--- src/verilog/ebsi_pkg.sv ---
// constants shared by the network board indicator logic
// assumes a single 250 MHz clock; all lamp times count in 1 ms ticks
package ebsi_pkg;

	// clock and time base
	localparam int CLK_PERIOD_NS = 4;                           // 250 MHz system clock
	localparam int TICK_TIME_NS  = 1_000_000;                   // lamp time base, 1 ms
	localparam int TICK_CYCLES   = TICK_TIME_NS / CLK_PERIOD_NS; // cycles per tick

	// lamp timings in ticks (ms)
	localparam int TW = 11;                                     // tick counter width
	localparam logic [TW-1:0] BLINK_HALF_MS = 11'd500;          // completion blink half period
	localparam logic [TW-1:0] LONG_MS       = 11'd1500;         // error LONG display time
	localparam logic [TW-1:0] SHORT_MS      = 11'd500;          // error SHORT display time
	localparam logic [TW-1:0] STRETCH_MS    = 11'd50;           // least visible flash of a lamp

	// status lamp patterns, bit 0 is lamp 1, a set bit is a lit lamp
	localparam logic [3:0] PAT_RESET = 4'h0;                    // power-on, before any strobe
	localparam logic [3:0] PAT_MPU   = 4'hE;                    // off on on on
	localparam logic [3:0] PAT_FW    = 4'hC;                    // off off on on
	localparam logic [3:0] PAT_OS    = 4'h8;                    // off off off on
	localparam logic [3:0] PAT_PH1   = 4'h7;                    // on on on off
	localparam logic [3:0] PAT_PH2   = 4'h6;                    // off on on off
	localparam logic [3:0] PAT_PH3   = 4'h5;                    // on off on off
	localparam logic [3:0] PAT_PH4   = 4'h4;                    // off off on off

	// error codes on the error input
	localparam logic [2:0] ERR_PARITY  = 3'h0;                  // memory parity alarm
	localparam logic [2:0] ERR_INSTR   = 3'h1;                  // general invalid instruction
	localparam logic [2:0] ERR_SLOT    = 3'h2;                  // invalid slot instruction
	localparam logic [2:0] ERR_FOREIGN = 3'h3;                  // nmi raised by another module

	// default error lamp patterns, one LONG pattern and a SHORT pattern per code
	localparam logic [3:0] ERR_LONG_PAT = 4'hF;
	localparam logic [3:0] ERR_SHORT0   = 4'h1;
	localparam logic [3:0] ERR_SHORT1   = 4'h2;
	localparam logic [3:0] ERR_SHORT2   = 4'h3;
	localparam logic [3:0] ERR_SHORT3   = 4'h4;
	localparam logic [3:0] ERR_SHORT_HI = 4'h8;                 // or-ed onto low code bits

	// register map, byte addresses
	localparam int AW = 8;
	localparam logic [AW-1:0] REG_EVENT = 8'h00;                // sticky events, read clears
	localparam logic [AW-1:0] REG_MASK  = 8'h04;                // interrupt mask, 1 enables
	localparam logic [AW-1:0] REG_STATE = 8'h08;                // lamp and sequencer state
	localparam logic [AW-1:0] REG_CTRL  = 8'h0C;                // write-one actions

	// event bit positions
	localparam int EV_W      = 5;
	localparam int EV_DONE   = 0;
	localparam int EV_ERROR  = 1;
	localparam int EV_PARITY = 2;
	localparam int EV_LINK   = 3;
	localparam int EV_COLL   = 4;
	localparam logic [EV_W-1:0] MASK_RESET = 5'h00;

	// control and state field positions
	localparam int CTRL_ALARM_CLR = 0;
	localparam int ST_LAMPS   = 0;                              // [3:0]
	localparam int ST_SEQ     = 4;                              // [7:4]
	localparam int ST_CODE    = 8;                              // [10:8]
	localparam int ST_ALARM   = 11;
	localparam int ST_LINK    = 12;
	localparam int ST_FAST    = 13;
	localparam int ST_SHORT   = 14;

	// start-up sequencer states
	typedef enum logic [3:0] {
		SEQ_RESET = 4'b0000,
		SEQ_MPU   = 4'b0001,
		SEQ_FW    = 4'b0010,
		SEQ_OS    = 4'b0011,
		SEQ_PH1   = 4'b0100,
		SEQ_PH2   = 4'b0101,
		SEQ_PH3   = 4'b0110,
		SEQ_PH4   = 4'b0111,
		SEQ_DONE  = 4'b1000,
		SEQ_ERROR = 4'b1001
	} ebsi_seq_t;

endpackage

--- src/verilog/ebsi_indicator.sv ---
// status, alarm and link lamp logic of the network board, with a small register port
// assumes all inputs synchronous to clk; strobes are one cycle wide
// What this block does
// - show processor, firmware, handoff start patterns
// - step four operating-system phase patterns
// - completion: lamp one blinks, others dark
// - hold completion until an error arrives
// - on error alternate LONG then SHORT forever
// - LONG interval clearly longer than SHORT
// - three distinct codes for local faults
// - fourth code for another module's nmi
// - alarm lamp lights on memory parity error
// - activity lamp lights on receive or transmit while the link lamp is lit
// - link lamp follows hub connection
// - collision lamp lights on collision
// - fast lamp lights on 100BASE-TX link
// - no frames while link lamp dark
`timescale 1ns/1ps
module ebsi_indicator #(
	parameter int         TICK_CYCLES = ebsi_pkg::TICK_CYCLES,  // cycles per 1 ms tick
	parameter logic [3:0] LONG_PAT    = ebsi_pkg::ERR_LONG_PAT, // LONG lamps, all codes
	parameter logic [3:0] SHORT_PAT0  = ebsi_pkg::ERR_SHORT0,   // SHORT lamps, parity
	parameter logic [3:0] SHORT_PAT1  = ebsi_pkg::ERR_SHORT1,   // SHORT lamps, instruction
	parameter logic [3:0] SHORT_PAT2  = ebsi_pkg::ERR_SHORT2,   // SHORT lamps, slot
	parameter logic [3:0] SHORT_PAT3  = ebsi_pkg::ERR_SHORT3,   // SHORT lamps, foreign nmi
	parameter logic [10:0] LONG_TIME  = ebsi_pkg::LONG_MS,      // LONG time in ticks
	parameter logic [10:0] SHORT_TIME = ebsi_pkg::SHORT_MS      // SHORT time in ticks
) (
	input  wire logic                   clk,
	input  wire logic                   rst,
	// start-up strobes from the board processor
	input  wire logic                   mpuInitDone,
	input  wire logic                   firmwareLoaded,
	input  wire logic                   osHandoff,
	input  wire logic                   osPhaseStep,
	input  wire logic                   startupDone,
	input  wire logic                   errorStrobe,
	input  wire logic [2:0]             errorCode,
	input  wire logic                   parityError,
	// network interface status
	input  wire logic                   rxActive,
	input  wire logic                   txActive,
	input  wire logic                   hubLinkUp,
	input  wire logic                   collision,
	input  wire logic                   speed100,
	// register port
	input  wire logic [ebsi_pkg::AW-1:0] regAddr,
	input  wire logic [31:0]            regWdata,
	input  wire logic                   regWrite,
	input  wire logic                   regRead,
	output logic      [31:0]            regRdata,
	output logic                        irq,
	// lamps and frame gate
	output logic      [3:0]             statusLamps,
	output logic                        memoryAlarmLamp,
	output logic                        activityLamp,
	output logic                        linkLamp,
	output logic                        collisionLamp,
	output logic                        fastSpeedLamp,
	output logic                        frameEnable
);
	import ebsi_pkg::*;

	// time base
	logic tick;  // one-cycle pulse each ms

	ebsi_tick_div #(
		.CYCLES (TICK_CYCLES)
	) u_tick (
		.clk  (clk),
		.rst  (rst),
		.tick (tick)
	);

	// start-up sequencer
	ebsi_seq_t    seq_q;      // current start-up step
	ebsi_seq_t    seq_d;
	logic [2:0]   code_q;     // latched error code
	logic [2:0]   code_d;
	logic         doneEv;     // entered completion this cycle
	logic         errEv;      // entered error this cycle

	// each strobe is taken only in the step before its own, so a stray
	// or repeated strobe cannot skip a pattern; errors win from any step
	always_comb begin
		seq_d  = seq_q;
		code_d = code_q;
		doneEv = 1'b0;
		errEv  = 1'b0;
		if (errorStrobe && seq_q != SEQ_ERROR) begin
			seq_d  = SEQ_ERROR;
			code_d = errorCode;
			errEv  = 1'b1;
		end else begin
			case (seq_q)
				SEQ_RESET: if (mpuInitDone) begin
					seq_d = SEQ_MPU;
				end
				SEQ_MPU: if (firmwareLoaded) begin
					seq_d = SEQ_FW;
				end
				SEQ_FW: if (osHandoff) begin
					seq_d = SEQ_OS;
				end
				SEQ_OS: if (osPhaseStep) begin
					seq_d = SEQ_PH1;
				end
				SEQ_PH1: if (osPhaseStep) begin
					seq_d = SEQ_PH2;
				end
				SEQ_PH2: if (osPhaseStep) begin
					seq_d = SEQ_PH3;
				end
				SEQ_PH3: if (osPhaseStep) begin
					seq_d = SEQ_PH4;
				end
				SEQ_PH4: if (startupDone) begin
					seq_d  = SEQ_DONE;
					doneEv = 1'b1;
				end
				SEQ_DONE: begin
					seq_d = SEQ_DONE;
				end
				SEQ_ERROR: begin
					seq_d = SEQ_ERROR;                      // only reset leaves an error
				end
				default: begin
					seq_d = SEQ_RESET;
				end
			endcase
		end
	end

	always_ff @(posedge clk) begin
		if (rst) begin
			seq_q  <= SEQ_RESET;
			code_q <= 3'h0;
		end else begin
			seq_q  <= seq_d;
			code_q <= code_d;
		end
	end

	// blink and error code timers
	logic [TW-1:0] blinkCnt_q;  // ticks in current blink half
	logic [TW-1:0] blinkCnt_d;
	logic          blink_q;     // blink phase, high is lit
	logic          blink_d;
	logic [TW-1:0] errCnt_q;    // ticks in current LONG or SHORT
	logic [TW-1:0] errCnt_d;
	logic          short_q;     // high while SHORT shown
	logic          short_d;
	logic [TW-1:0] errLimit;    // length of the current half

	// error display always restarts with LONG when the error is taken,
	// so the first thing an observer sees is the long half
	always_comb begin
		blinkCnt_d = blinkCnt_q;
		blink_d    = blink_q;
		errCnt_d   = errCnt_q;
		short_d    = short_q;
		errLimit   = short_q ? SHORT_TIME : LONG_TIME;
		if (tick) begin
			if (blinkCnt_q >= BLINK_HALF_MS - TW'(1)) begin
				blinkCnt_d = '0;
				blink_d    = ~blink_q;
			end else begin
				blinkCnt_d = blinkCnt_q + TW'(1);
			end
			if (errCnt_q >= errLimit - TW'(1)) begin
				errCnt_d = '0;
				short_d  = ~short_q;
			end else begin
				errCnt_d = errCnt_q + TW'(1);
			end
		end
		if (errEv) begin
			errCnt_d = '0;
			short_d  = 1'b0;
		end
		if (doneEv) begin
			blinkCnt_d = '0;
			blink_d    = 1'b1;                          // completion starts lit
		end
	end

	always_ff @(posedge clk) begin
		if (rst) begin
			blinkCnt_q <= '0;
			blink_q    <= 1'b0;
			errCnt_q   <= '0;
			short_q    <= 1'b0;
		end else begin
			blinkCnt_q <= blinkCnt_d;
			blink_q    <= blink_d;
			errCnt_q   <= errCnt_d;
			short_q    <= short_d;
		end
	end

	// status lamp pattern
	logic [3:0] lamps_q;   // registered status lamps
	logic [3:0] lamps_d;
	logic [3:0] shortPat;  // SHORT pattern of the latched code

	// unknown codes still run long-then-short; the high lamp plus the low
	// code bits keeps their SHORT apart from LONG and from each other
	always_comb begin
		case (code_q)
			ERR_PARITY:  shortPat = SHORT_PAT0;
			ERR_INSTR:   shortPat = SHORT_PAT1;
			ERR_SLOT:    shortPat = SHORT_PAT2;
			ERR_FOREIGN: shortPat = SHORT_PAT3;
			default:     shortPat = ERR_SHORT_HI | {2'b00, code_q[1:0]};
		endcase
		case (seq_d)
			SEQ_RESET: lamps_d = PAT_RESET;
			SEQ_MPU:   lamps_d = PAT_MPU;
			SEQ_FW:    lamps_d = PAT_FW;
			SEQ_OS:    lamps_d = PAT_OS;
			SEQ_PH1:   lamps_d = PAT_PH1;
			SEQ_PH2:   lamps_d = PAT_PH2;
			SEQ_PH3:   lamps_d = PAT_PH3;
			SEQ_PH4:   lamps_d = PAT_PH4;
			SEQ_DONE:  lamps_d = {3'b000, blink_d};
			SEQ_ERROR: lamps_d = short_d ? shortPat : LONG_PAT;
			default:   lamps_d = PAT_RESET;
		endcase
	end

	// the SHORT pattern uses code_q, so on the error entry cycle the
	// LONG half is shown, which needs no code yet
	always_ff @(posedge clk) begin
		if (rst) begin
			lamps_q <= PAT_RESET;
		end else begin
			lamps_q <= lamps_d;
		end
	end

	// link lamps and frame gate
	logic link_q;    // hub connection seen last cycle
	logic link_d;
	logic fast_q;
	logic fast_d;
	logic gateOk;    // frames allowed this cycle
	logic actLamp;
	logic colLamp;

	// link and speed are plain levels; the fast lamp needs the link too
	always_comb begin
		link_d = hubLinkUp;
		fast_d = hubLinkUp && speed100;
	end

	always_ff @(posedge clk) begin
		if (rst) begin
			link_q <= 1'b0;
			fast_q <= 1'b0;
		end else begin
			link_q <= link_d;
			fast_q <= fast_d;
		end
	end

	// gating activity by the link keeps the lamp honest with the frame gate
	assign gateOk = link_q;

	ebsi_lamp_stretch #(
		.HOLD (STRETCH_MS)
	) u_act (
		.clk   (clk),
		.rst   (rst),
		.tick  (tick),
		.cause ((rxActive || txActive) && gateOk),
		.lamp  (actLamp)
	);

	// collisions are often one-cycle events; the stretch makes them visible
	ebsi_lamp_stretch #(
		.HOLD (STRETCH_MS)
	) u_col (
		.clk   (clk),
		.rst   (rst),
		.tick  (tick),
		.cause (collision),
		.lamp  (colLamp)
	);

	// memory alarm lamp
	logic alarm_q;   // latched parity alarm
	logic alarm_d;
	logic alarmClr;  // software clear from the control register

	// a parity error in the clearing cycle keeps the lamp lit
	always_comb begin
		alarm_d = alarm_q;
		if (alarmClr) begin
			alarm_d = 1'b0;
		end
		if (parityError) begin
			alarm_d = 1'b1;
		end
	end

	always_ff @(posedge clk) begin
		if (rst) begin
			alarm_q <= 1'b0;
		end else begin
			alarm_q <= alarm_d;
		end
	end

	// registers, events and interrupt
	logic [EV_W-1:0] event_q;  // sticky event bits
	logic [EV_W-1:0] event_d;
	logic [EV_W-1:0] mask_q;   // interrupt enables
	logic [EV_W-1:0] mask_d;
	logic [EV_W-1:0] evSet;    // events raised this cycle
	logic [31:0]     rdata_q;
	logic [31:0]     rdata_d;
	logic            irq_q;
	logic            irq_d;
	logic [31:0]     stateWord;

	assign alarmClr = regWrite && regAddr == REG_CTRL && regWdata[CTRL_ALARM_CLR];

	// read data stand one cycle only; unmapped addresses read zero;
	// a new event in the read-clear cycle survives the clear
	always_comb begin
		evSet             = '0;
		evSet[EV_DONE]    = doneEv;
		evSet[EV_ERROR]   = errEv;
		evSet[EV_PARITY]  = parityError;
		evSet[EV_LINK]    = link_d != link_q;
		evSet[EV_COLL]    = collision;
		stateWord                   = 32'h0000_0000;
		stateWord[ST_LAMPS +: 4]    = lamps_q;
		stateWord[ST_SEQ +: 4]      = seq_q;
		stateWord[ST_CODE +: 3]     = code_q;
		stateWord[ST_ALARM]         = alarm_q;
		stateWord[ST_LINK]          = link_q;
		stateWord[ST_FAST]          = fast_q;
		stateWord[ST_SHORT]         = short_q;
		event_d = event_q;
		mask_d  = mask_q;
		rdata_d = 32'h0000_0000;
		if (regRead) begin
			case (regAddr)
				REG_EVENT: begin
					rdata_d = {{(32-EV_W){1'b0}}, event_q};
					event_d = '0;
				end
				REG_MASK:  rdata_d = {{(32-EV_W){1'b0}}, mask_q};
				REG_STATE: rdata_d = stateWord;
				default:   rdata_d = 32'h0000_0000;
			endcase
		end
		if (regWrite && regAddr == REG_MASK) begin
			mask_d = regWdata[EV_W-1:0];
		end
		event_d = event_d | evSet;
		irq_d   = |(event_d & mask_d);
	end

	always_ff @(posedge clk) begin
		if (rst) begin
			event_q <= '0;
			mask_q  <= MASK_RESET;
			rdata_q <= 32'h0000_0000;
			irq_q   <= 1'b0;
		end else begin
			event_q <= event_d;
			mask_q  <= mask_d;
			rdata_q <= rdata_d;
			irq_q   <= irq_d;
		end
	end

	// outputs, all from flip-flops
	assign regRdata        = rdata_q;
	assign irq             = irq_q;
	assign statusLamps     = lamps_q;
	assign memoryAlarmLamp = alarm_q;
	assign activityLamp    = actLamp;
	assign linkLamp        = link_q;
	assign collisionLamp   = colLamp;
	assign fastSpeedLamp   = fast_q;
	assign frameEnable     = link_q;
endmodule

--- src/verilog/ebsi_tick_div.sv ---
// divides the system clock down to a one-cycle tick enable
// assumes CYCLES is at least 2
`timescale 1ns/1ps
module ebsi_tick_div #(
	parameter int CYCLES = 250_000
) (
	input  wire logic clk,
	input  wire logic rst,
	output logic      tick
);
	localparam int CW = $clog2(CYCLES + 1);

	logic [CW-1:0] cnt_q;   // cycles since last tick
	logic [CW-1:0] cnt_d;
	logic          tick_q;  // registered pulse
	logic          tick_d;

	// wrap at CYCLES-1 and fire the tick on the wrap
	always_comb begin
		cnt_d  = cnt_q + CW'(1);
		tick_d = 1'b0;
		if (cnt_q == CW'(CYCLES - 1)) begin
			cnt_d  = '0;
			tick_d = 1'b1;
		end
	end

	always_ff @(posedge clk) begin
		if (rst) begin
			cnt_q  <= '0;
			tick_q <= 1'b0;
		end else begin
			cnt_q  <= cnt_d;
			tick_q <= tick_d;
		end
	end

	assign tick = tick_q;
endmodule

--- src/verilog/ebsi_lamp_stretch.sv ---
// keeps a lamp lit while its cause holds and for a hold time after it
// assumes tick is a one-cycle enable, hold counted in ticks
`timescale 1ns/1ps
module ebsi_lamp_stretch
	import ebsi_pkg::*;
#(
	parameter logic [ebsi_pkg::TW-1:0] HOLD = ebsi_pkg::STRETCH_MS
) (
	input  wire logic clk,
	input  wire logic rst,
	input  wire logic tick,
	input  wire logic cause,
	output logic      lamp
);
	logic [TW-1:0] hold_q;  // ticks left to stay lit
	logic [TW-1:0] hold_d;
	logic          lamp_q;
	logic          lamp_d;

	// a cause reloads the hold, so a short pulse still gives a visible flash
	always_comb begin
		hold_d = hold_q;
		if (cause) begin
			hold_d = HOLD;
		end else if (tick && hold_q != '0) begin
			hold_d = hold_q - TW'(1);
		end
		lamp_d = cause || (hold_d != '0);
	end

	always_ff @(posedge clk) begin
		if (rst) begin
			hold_q <= '0;
			lamp_q <= 1'b0;
		end else begin
			hold_q <= hold_d;
			lamp_q <= lamp_d;
		end
	end

	assign lamp = lamp_q;
endmodule

--- config.mk ---
export PLATFORM = sky130hd
export DESIGN_NAME = ebsi_indicator
export DESIGN_NICKNAME = d
export VERILOG_FILES = /design/src/verilog/ebsi_pkg.sv /design/src/verilog/ebsi_indicator.sv /design/src/verilog/ebsi_tick_div.sv /design/src/verilog/ebsi_lamp_stretch.sv
export SDC_FILE = /design/constraint.sdc
export NUM_CORES = 1
export LEC_CHECK = 0
export ABC_AREA = 1
export ABC_CLOCK_PERIOD_IN_PS = 2750
export BUFFER_PORTS_ARGS = -buffer_cell sky130_fd_sc_hd__buf_4
export CAP_MARGIN = 25
export CORE_ASPECT_RATIO = 1.1
export CORE_MARGIN = 2
export CORE_UTILIZATION = 50
export DETAILED_ROUTE_END_ITERATION = 16
export GPL_ROUTABILITY_DRIVEN = 0
export MAX_ROUTING_LAYER = met4
export PLACE_DENSITY_LB_ADDON = 0.2
export SLEW_MARGIN = 20
export SYNTH_ARGS = -nofsm -noshare
export SYNTH_HDL_FRONTEND = slang
export SYNTH_SLANG_ARGS = --single-unit
--- constraint.sdc ---
create_clock -name clk -period 2.75 [get_ports clk]
set_clock_uncertainty 0.1 [all_clocks]
set_input_delay 0.825 -clock clk [delete_from_list [all_inputs] [get_ports clk]]
set_output_delay 0.825 -clock clk [all_outputs]
set_load 0.005 [all_outputs]
## Word-level counts from Yosys, hierarchy flattened

Index checks and enable logic that the tools add are counted.

| storage, ports and cells | value |
|---|---|
| register bits after elaboration | 124 |
| output and inout bits | 43 |
| logic and storage cells | 121 |

| cells by class | value |
|---|---|
| $add $sub $neg | 6 |
| magnitude comparators | 2 |
| equality and inequality tests | 27 |
| mux-type cells | 37 |
| bitwise gates (word level) | 5 |
| reduce and logical (&&, ||, !) cells | 24 |

Operator list:

| cell | number |
|---|---|
| 11-bit two-way mux | 7 |
| 15-bit case mux with 3 select lines | 1 |
| 11-bit nonzero test | 4 |
| 4-bit two-way mux | 10 |
| 4-bit case mux with 10 select lines | 1 |
| 4-bit case mux with 9 select lines | 1 |
| 11-bit by 1-bit subtractor with 11-bit output, second input constant | 3 |
| 4-bit by 3-bit == test with 1-bit output, second input constant | 8 |
| 11-bit by 1-bit adder with 11-bit output, second input constant | 2 |
| 18-bit by 1-bit adder with 18-bit output, second input constant | 1 |
| 18-bit == test, second input constant | 1 |
| 4-bit by 2-bit == test with 1-bit output, second input constant | 4 |
| 4-bit == test, second input constant | 4 |
| 8-bit by 4-bit == test with 1-bit output, second input constant | 2 |
| 4-bit case mux with 4 select lines | 1 |
| 5-bit two-way mux | 3 |
| 1-bit two-way mux | 13 |
| 11-bit greater-or-equal comparator | 1 |
| 11-bit by 9-bit greater-or-equal comparator with 1-bit output, second input constant | 1 |
| 4-bit by 1-bit == test with 1-bit output, second input constant | 2 |
| 8-bit by 3-bit == test with 1-bit output, second input constant | 1 |
| 1-bit logical AND | 8 |
| 8-bit zero test | 1 |
| 2-bit OR reduction | 4 |
| other kinds (12) | 17 |

## Logic depth before layout (Yosys ltp)

| depth | value |
|---|---|
| depth in word-level cells | 8 |
| depth in mapped cells | 16 |
| gate-level depth less buffers | 15 |

## Modules after synthesis

From an unflattened synthesis, not the netlist that was laid out.

| unflattened totals | value |
|---|---|
| cell total of the unflattened synthesis | 836 |
| area total of the unflattened synthesis | 5719.2 µm² |

By module, submodules not included:

| module | instances | cells an instance | area each (µm²) | sequential area each (µm²) |
|---|---|---|---|---|
| ebsi_indicator | 1 | 431 | 3109.2 | 1281.2 |
| ebsi_lamp_stretch | 2 | 124 | 777.0 | 240.2 |
| ebsi_tick_div | 1 | 157 | 1056.0 | 380.4 |

## Worst setup path before layout

OpenSTA, ideal clock, no wires.

| timing | value |
|---|---|
| path type | input to register |
| start point | input regAddr[7] (netlist bit) |
| end point | register irq_q (netlist: irq) |
| arrival time | 1.762 ns |
| slack | 0.756 ns |
| cell stages on the path | 10 |
| path buffers | 0 |
| cell sequence | nor2_1 -> nand2_1 -> nor2_2 -> nand2_1 -> nand2_1 -> nand2_1 -> nand2_1 -> nand2_1 -> nor2_1 -> a21oi_1 |

| between the ends | value |
|---|---|
| longest elaborated chain between the ends | 6 |

Ends and longest elaborated chain:

| item | line | source |
|---|---|---|
| start: declaration | ebsi_indicator.sv:47 | `input wire logic [ebsi_pkg::AW-1:0] regAddr,` |
| 8-bit zero test | ebsi_indicator.sv:349 | `case (regAddr)` |
| 5-bit two-way mux | ebsi_indicator.sv:349 |  |
| 5-bit two-way mux | ebsi_indicator.sv:348 | `if (regRead) begin` |
| 5-bit bitwise OR | ebsi_indicator.sv:362 | `event_d = event_d \| evSet;` |
| 5-bit bitwise AND (*) | ebsi_indicator.sv:363 | `irq_d = \|(event_d & mask_d);` |
| 5-bit OR reduction (*) | ebsi_indicator.sv:363 |  |
| end signal: assignment | ebsi_indicator.sv:376 | `irq_q <= irq_d;` |
| end: declaration | ebsi_indicator.sv:322 | `logic irq_q;` |

Mark *: on every way between the ends. The rest lies on a longest branch, timed or not.
A chain may end at the register's enable or synchronous reset.

## Worst setup path after layout

| timing | value |
|---|---|
| start point | input rst |
| end point | register rdata_q[2] (netlist: regRdata[2]) |

| between the ends | value |
|---|---|
| longest elaborated chain between the ends | 1 |

Ends and longest elaborated chain:

| item | line | source |
|---|---|---|
| start: declaration | ebsi_indicator.sv:30 | `input wire logic rst,` |
| 2-bit OR reduction (no source line) | - |  |
| end signal: assignment | ebsi_indicator.sv:375 | `rdata_q <= rdata_d;` |
| end: declaration | ebsi_indicator.sv:320 | `logic [31:0] rdata_q;` |

Every way passes these cells.

==> impl_metrics.toml <==
[outcome]
status = "finished, final reports clean"

[timing]
fmax_mhz = 496
setup_tns_ps = 0
maxSlewHeadroom = 0.615
holdWs_ps = 346
hold_viol_final = 0
setup_violations = 0
drv_slew = 0
worstMarginPinSlew_ps = 576
min_period_over_period = 0.733
rsz0062_at_grt = "false"
fin_crit_ps = 2020

[clocking]
cts_sinks = 107
post_cts_buffers = 0
ctsResizeCount = 0
insertion_delay_ps = 350
tritoncts = "built"
path_clk_slew_ps = 70
hold_buffers = 0
cts.path.max_buffers = 2
numCtsBuffers = 9
root_buffer = "clkbuf_16"
htreeDepth = 3

[logic_synthesis]
synth.most_common_cell = "nand2_1"
synth_edf_count = 0
synth_seq_cells = 107
ys_seq_area_frac = 0.385
synthesis.area_sq_um = 5560
ys_warn_count = 0
async_reset_ff_frac = 0
synth_top_cell_by_area = "dfxtp_1"
synth_area_leaders = "dfxtp_1 39%, nand2_1 17%, nor2_1 8.5%"
netlist_top_cells_count = "246 x nand2_1, 126 x nor2_1, 107 x dfxtp_1"
synth_cell_type_count = 48
ys.flop_type = "dfxtp_1"
syn_inst = 832
synth_top_area_frac = 0.385
syn-mean-instance-area_sq_um = 6.68

[detailed_routing]
finalWirelength_mm = 11.9
drt-vias-per-instance = 4.93
first_pass_iters = 4
drtIter0Drc = 198
wire_per_inst_microns = 11.4
vias = 5132
ant_nets = 0
drcViolationCount = 0

[power_and_ir_drop]
leakage_uw = 0.00297
power-per-cell-area_nw_per_um2 = 507
total_power_uw = 3230
peakVddDrop_mv = 0.318

[floorplan]
die_x_microns = 105
fp.dieArea_sq_um = 12000
rows = 40
core-area_sq_um = 10900
die_y_microns = 115
io_pins = 102
initial_utilization = 0.512

[hold_path]
hp-class = "reg2reg"

[placement]
place_area_sq_um = 6070
numPortBuffers = 57
post-dp-hpwl_mm = 9.02

[global_route]
met1_usage = 0.240
grt_overflow = 0
grt_pass1_wl_mm = 20.2
grt_use_met3 = 0.0353
grt_pass1_vias = 4857
grt.busiest_layer = "met2"
globalRouteMet2Util = 0.368
grt_max_degree = 25
grt_usage = 0.213
antenna_found_initial = 1

[worst_setup_path]
cp_max_fo = 24
startpoint_type = "input pin"
path_class = "in2reg"
crit_path_end_kind = "flop"
crit_required_ps = 2890
arrival_ps = 2160

[cells_and_area]
stdcell_area_sq_um = 6370
synthToLayoutAreaGrowth_pct = 14.6
nNetsFinal = 958
layout-drive-gt1-share = 0.133

[run]
cap_violations = 0
## area by class of cell
| class | instances | area [sq um] |
|---|---|---|
| fill | 1072 | 4490 |
| timing repair buffer | 64 | 480 |
| clock buffer | 10 | 229 |
| antenna | 1 | 2.50 |
| sequential | 107 | 2140 |
| inverter | 94 | 357 |
| multi-input combinational | 613 | 2910 |
| clock inverter | 6 | 70.1 |
| tap | 147 | 184 |
## through the flow
step	worst slack [ps]	std cells	utilization
after floorplan	756	848	-
after global placement	368	1025	0.559
after detailed placement	378	1025	0.559
after CTS	722	1041	0.586
after global routing	516	1042	0.587
final	735	1042	0.587
## worst paths after layout
check / startpoint / to / slack (ps) / cells after the start
max: rst / regRdata[2] / 730 / 6
min: blinkCnt_q[10] / blinkCnt_q[10] / 350 / 2
max reg2reg: u_tick.cnt_q[0] / u_tick.cnt_q[11] / 760 / 9
min reg2reg: blinkCnt_q[10] / blinkCnt_q[10] / 350 / 2
## power by group
| part | total [uW] | internal, uW | switching, uW |
|---|---|---|---|
| Combinational | 319 | 123 | 195 |
| Clock | 1300 | 716 | 582 |
| Sequential | 1610 | 1580 | 28.8 |
## state kept, by name, indices dropped and copies added (netlist names)
name	flops
u_tick.cnt_q	18
regRdata	15
blinkCnt_q	11
errCnt_q	11
u_act.hold_q	11
u_col.hold_q	11
event_q	5
mask_q	5
seq_q	4
statusLamps	4
code_q	3
blink_q	1
fastSpeedLamp	1
frameEnable	1
irq	1
memoryAlarmLamp	1
short_q	1
u_act.lamp	1
u_col.lamp	1
u_tick.tick	1
## layout by cell type (no fill, tap or decap), drive strengths merged
master    n
a31oi     3
clkbuf   10
o21bai    2
nand3b    1
nor2    139
o211ai    2
nand3    61
nor4      2
xnor2     3
buf      64
clkinv    5
bufinv    1
nor3b     8
or2       4
nor3     23
diode     1
nand2   255
a22o      1
a21oi    36
nand4    13
conb     17
ha       10
xor2      9
a211oi    2
o21a      1
inv      94
dfxtp   107
and3      1
a311oi    1
o21ai    19
## routing by layer
layer	routed length [microns]	up-vias	share of wire
li1	-	2711	-
met1	5280	2327	0.44
met2	5940	69	0.50
met3	375	25	0.032
met4	299	0	0.025
met5	0	-	0
## critical path, stage by stage
cell and delay (ps):
buf_4 260, inv_1 220, nand2_1 270, clkinv_1 370, nand2_1 160, inv_1 50
## kinds of logic after synthesis
family / after synthesis / synth area share
adder cells (fa/ha/maj): 10 / 0.0225
AO/OA/AOI/OAI: 67 / 0.0704
buffers and inverters: 128 / 0.103
flip-flops: 107 / 0.385
AND/OR/NAND/NOR: 507 / 0.399
XOR/XNOR: 12 / 0.0189
other: 1 / 0.000675
Power figures use the tool's default switching activity.
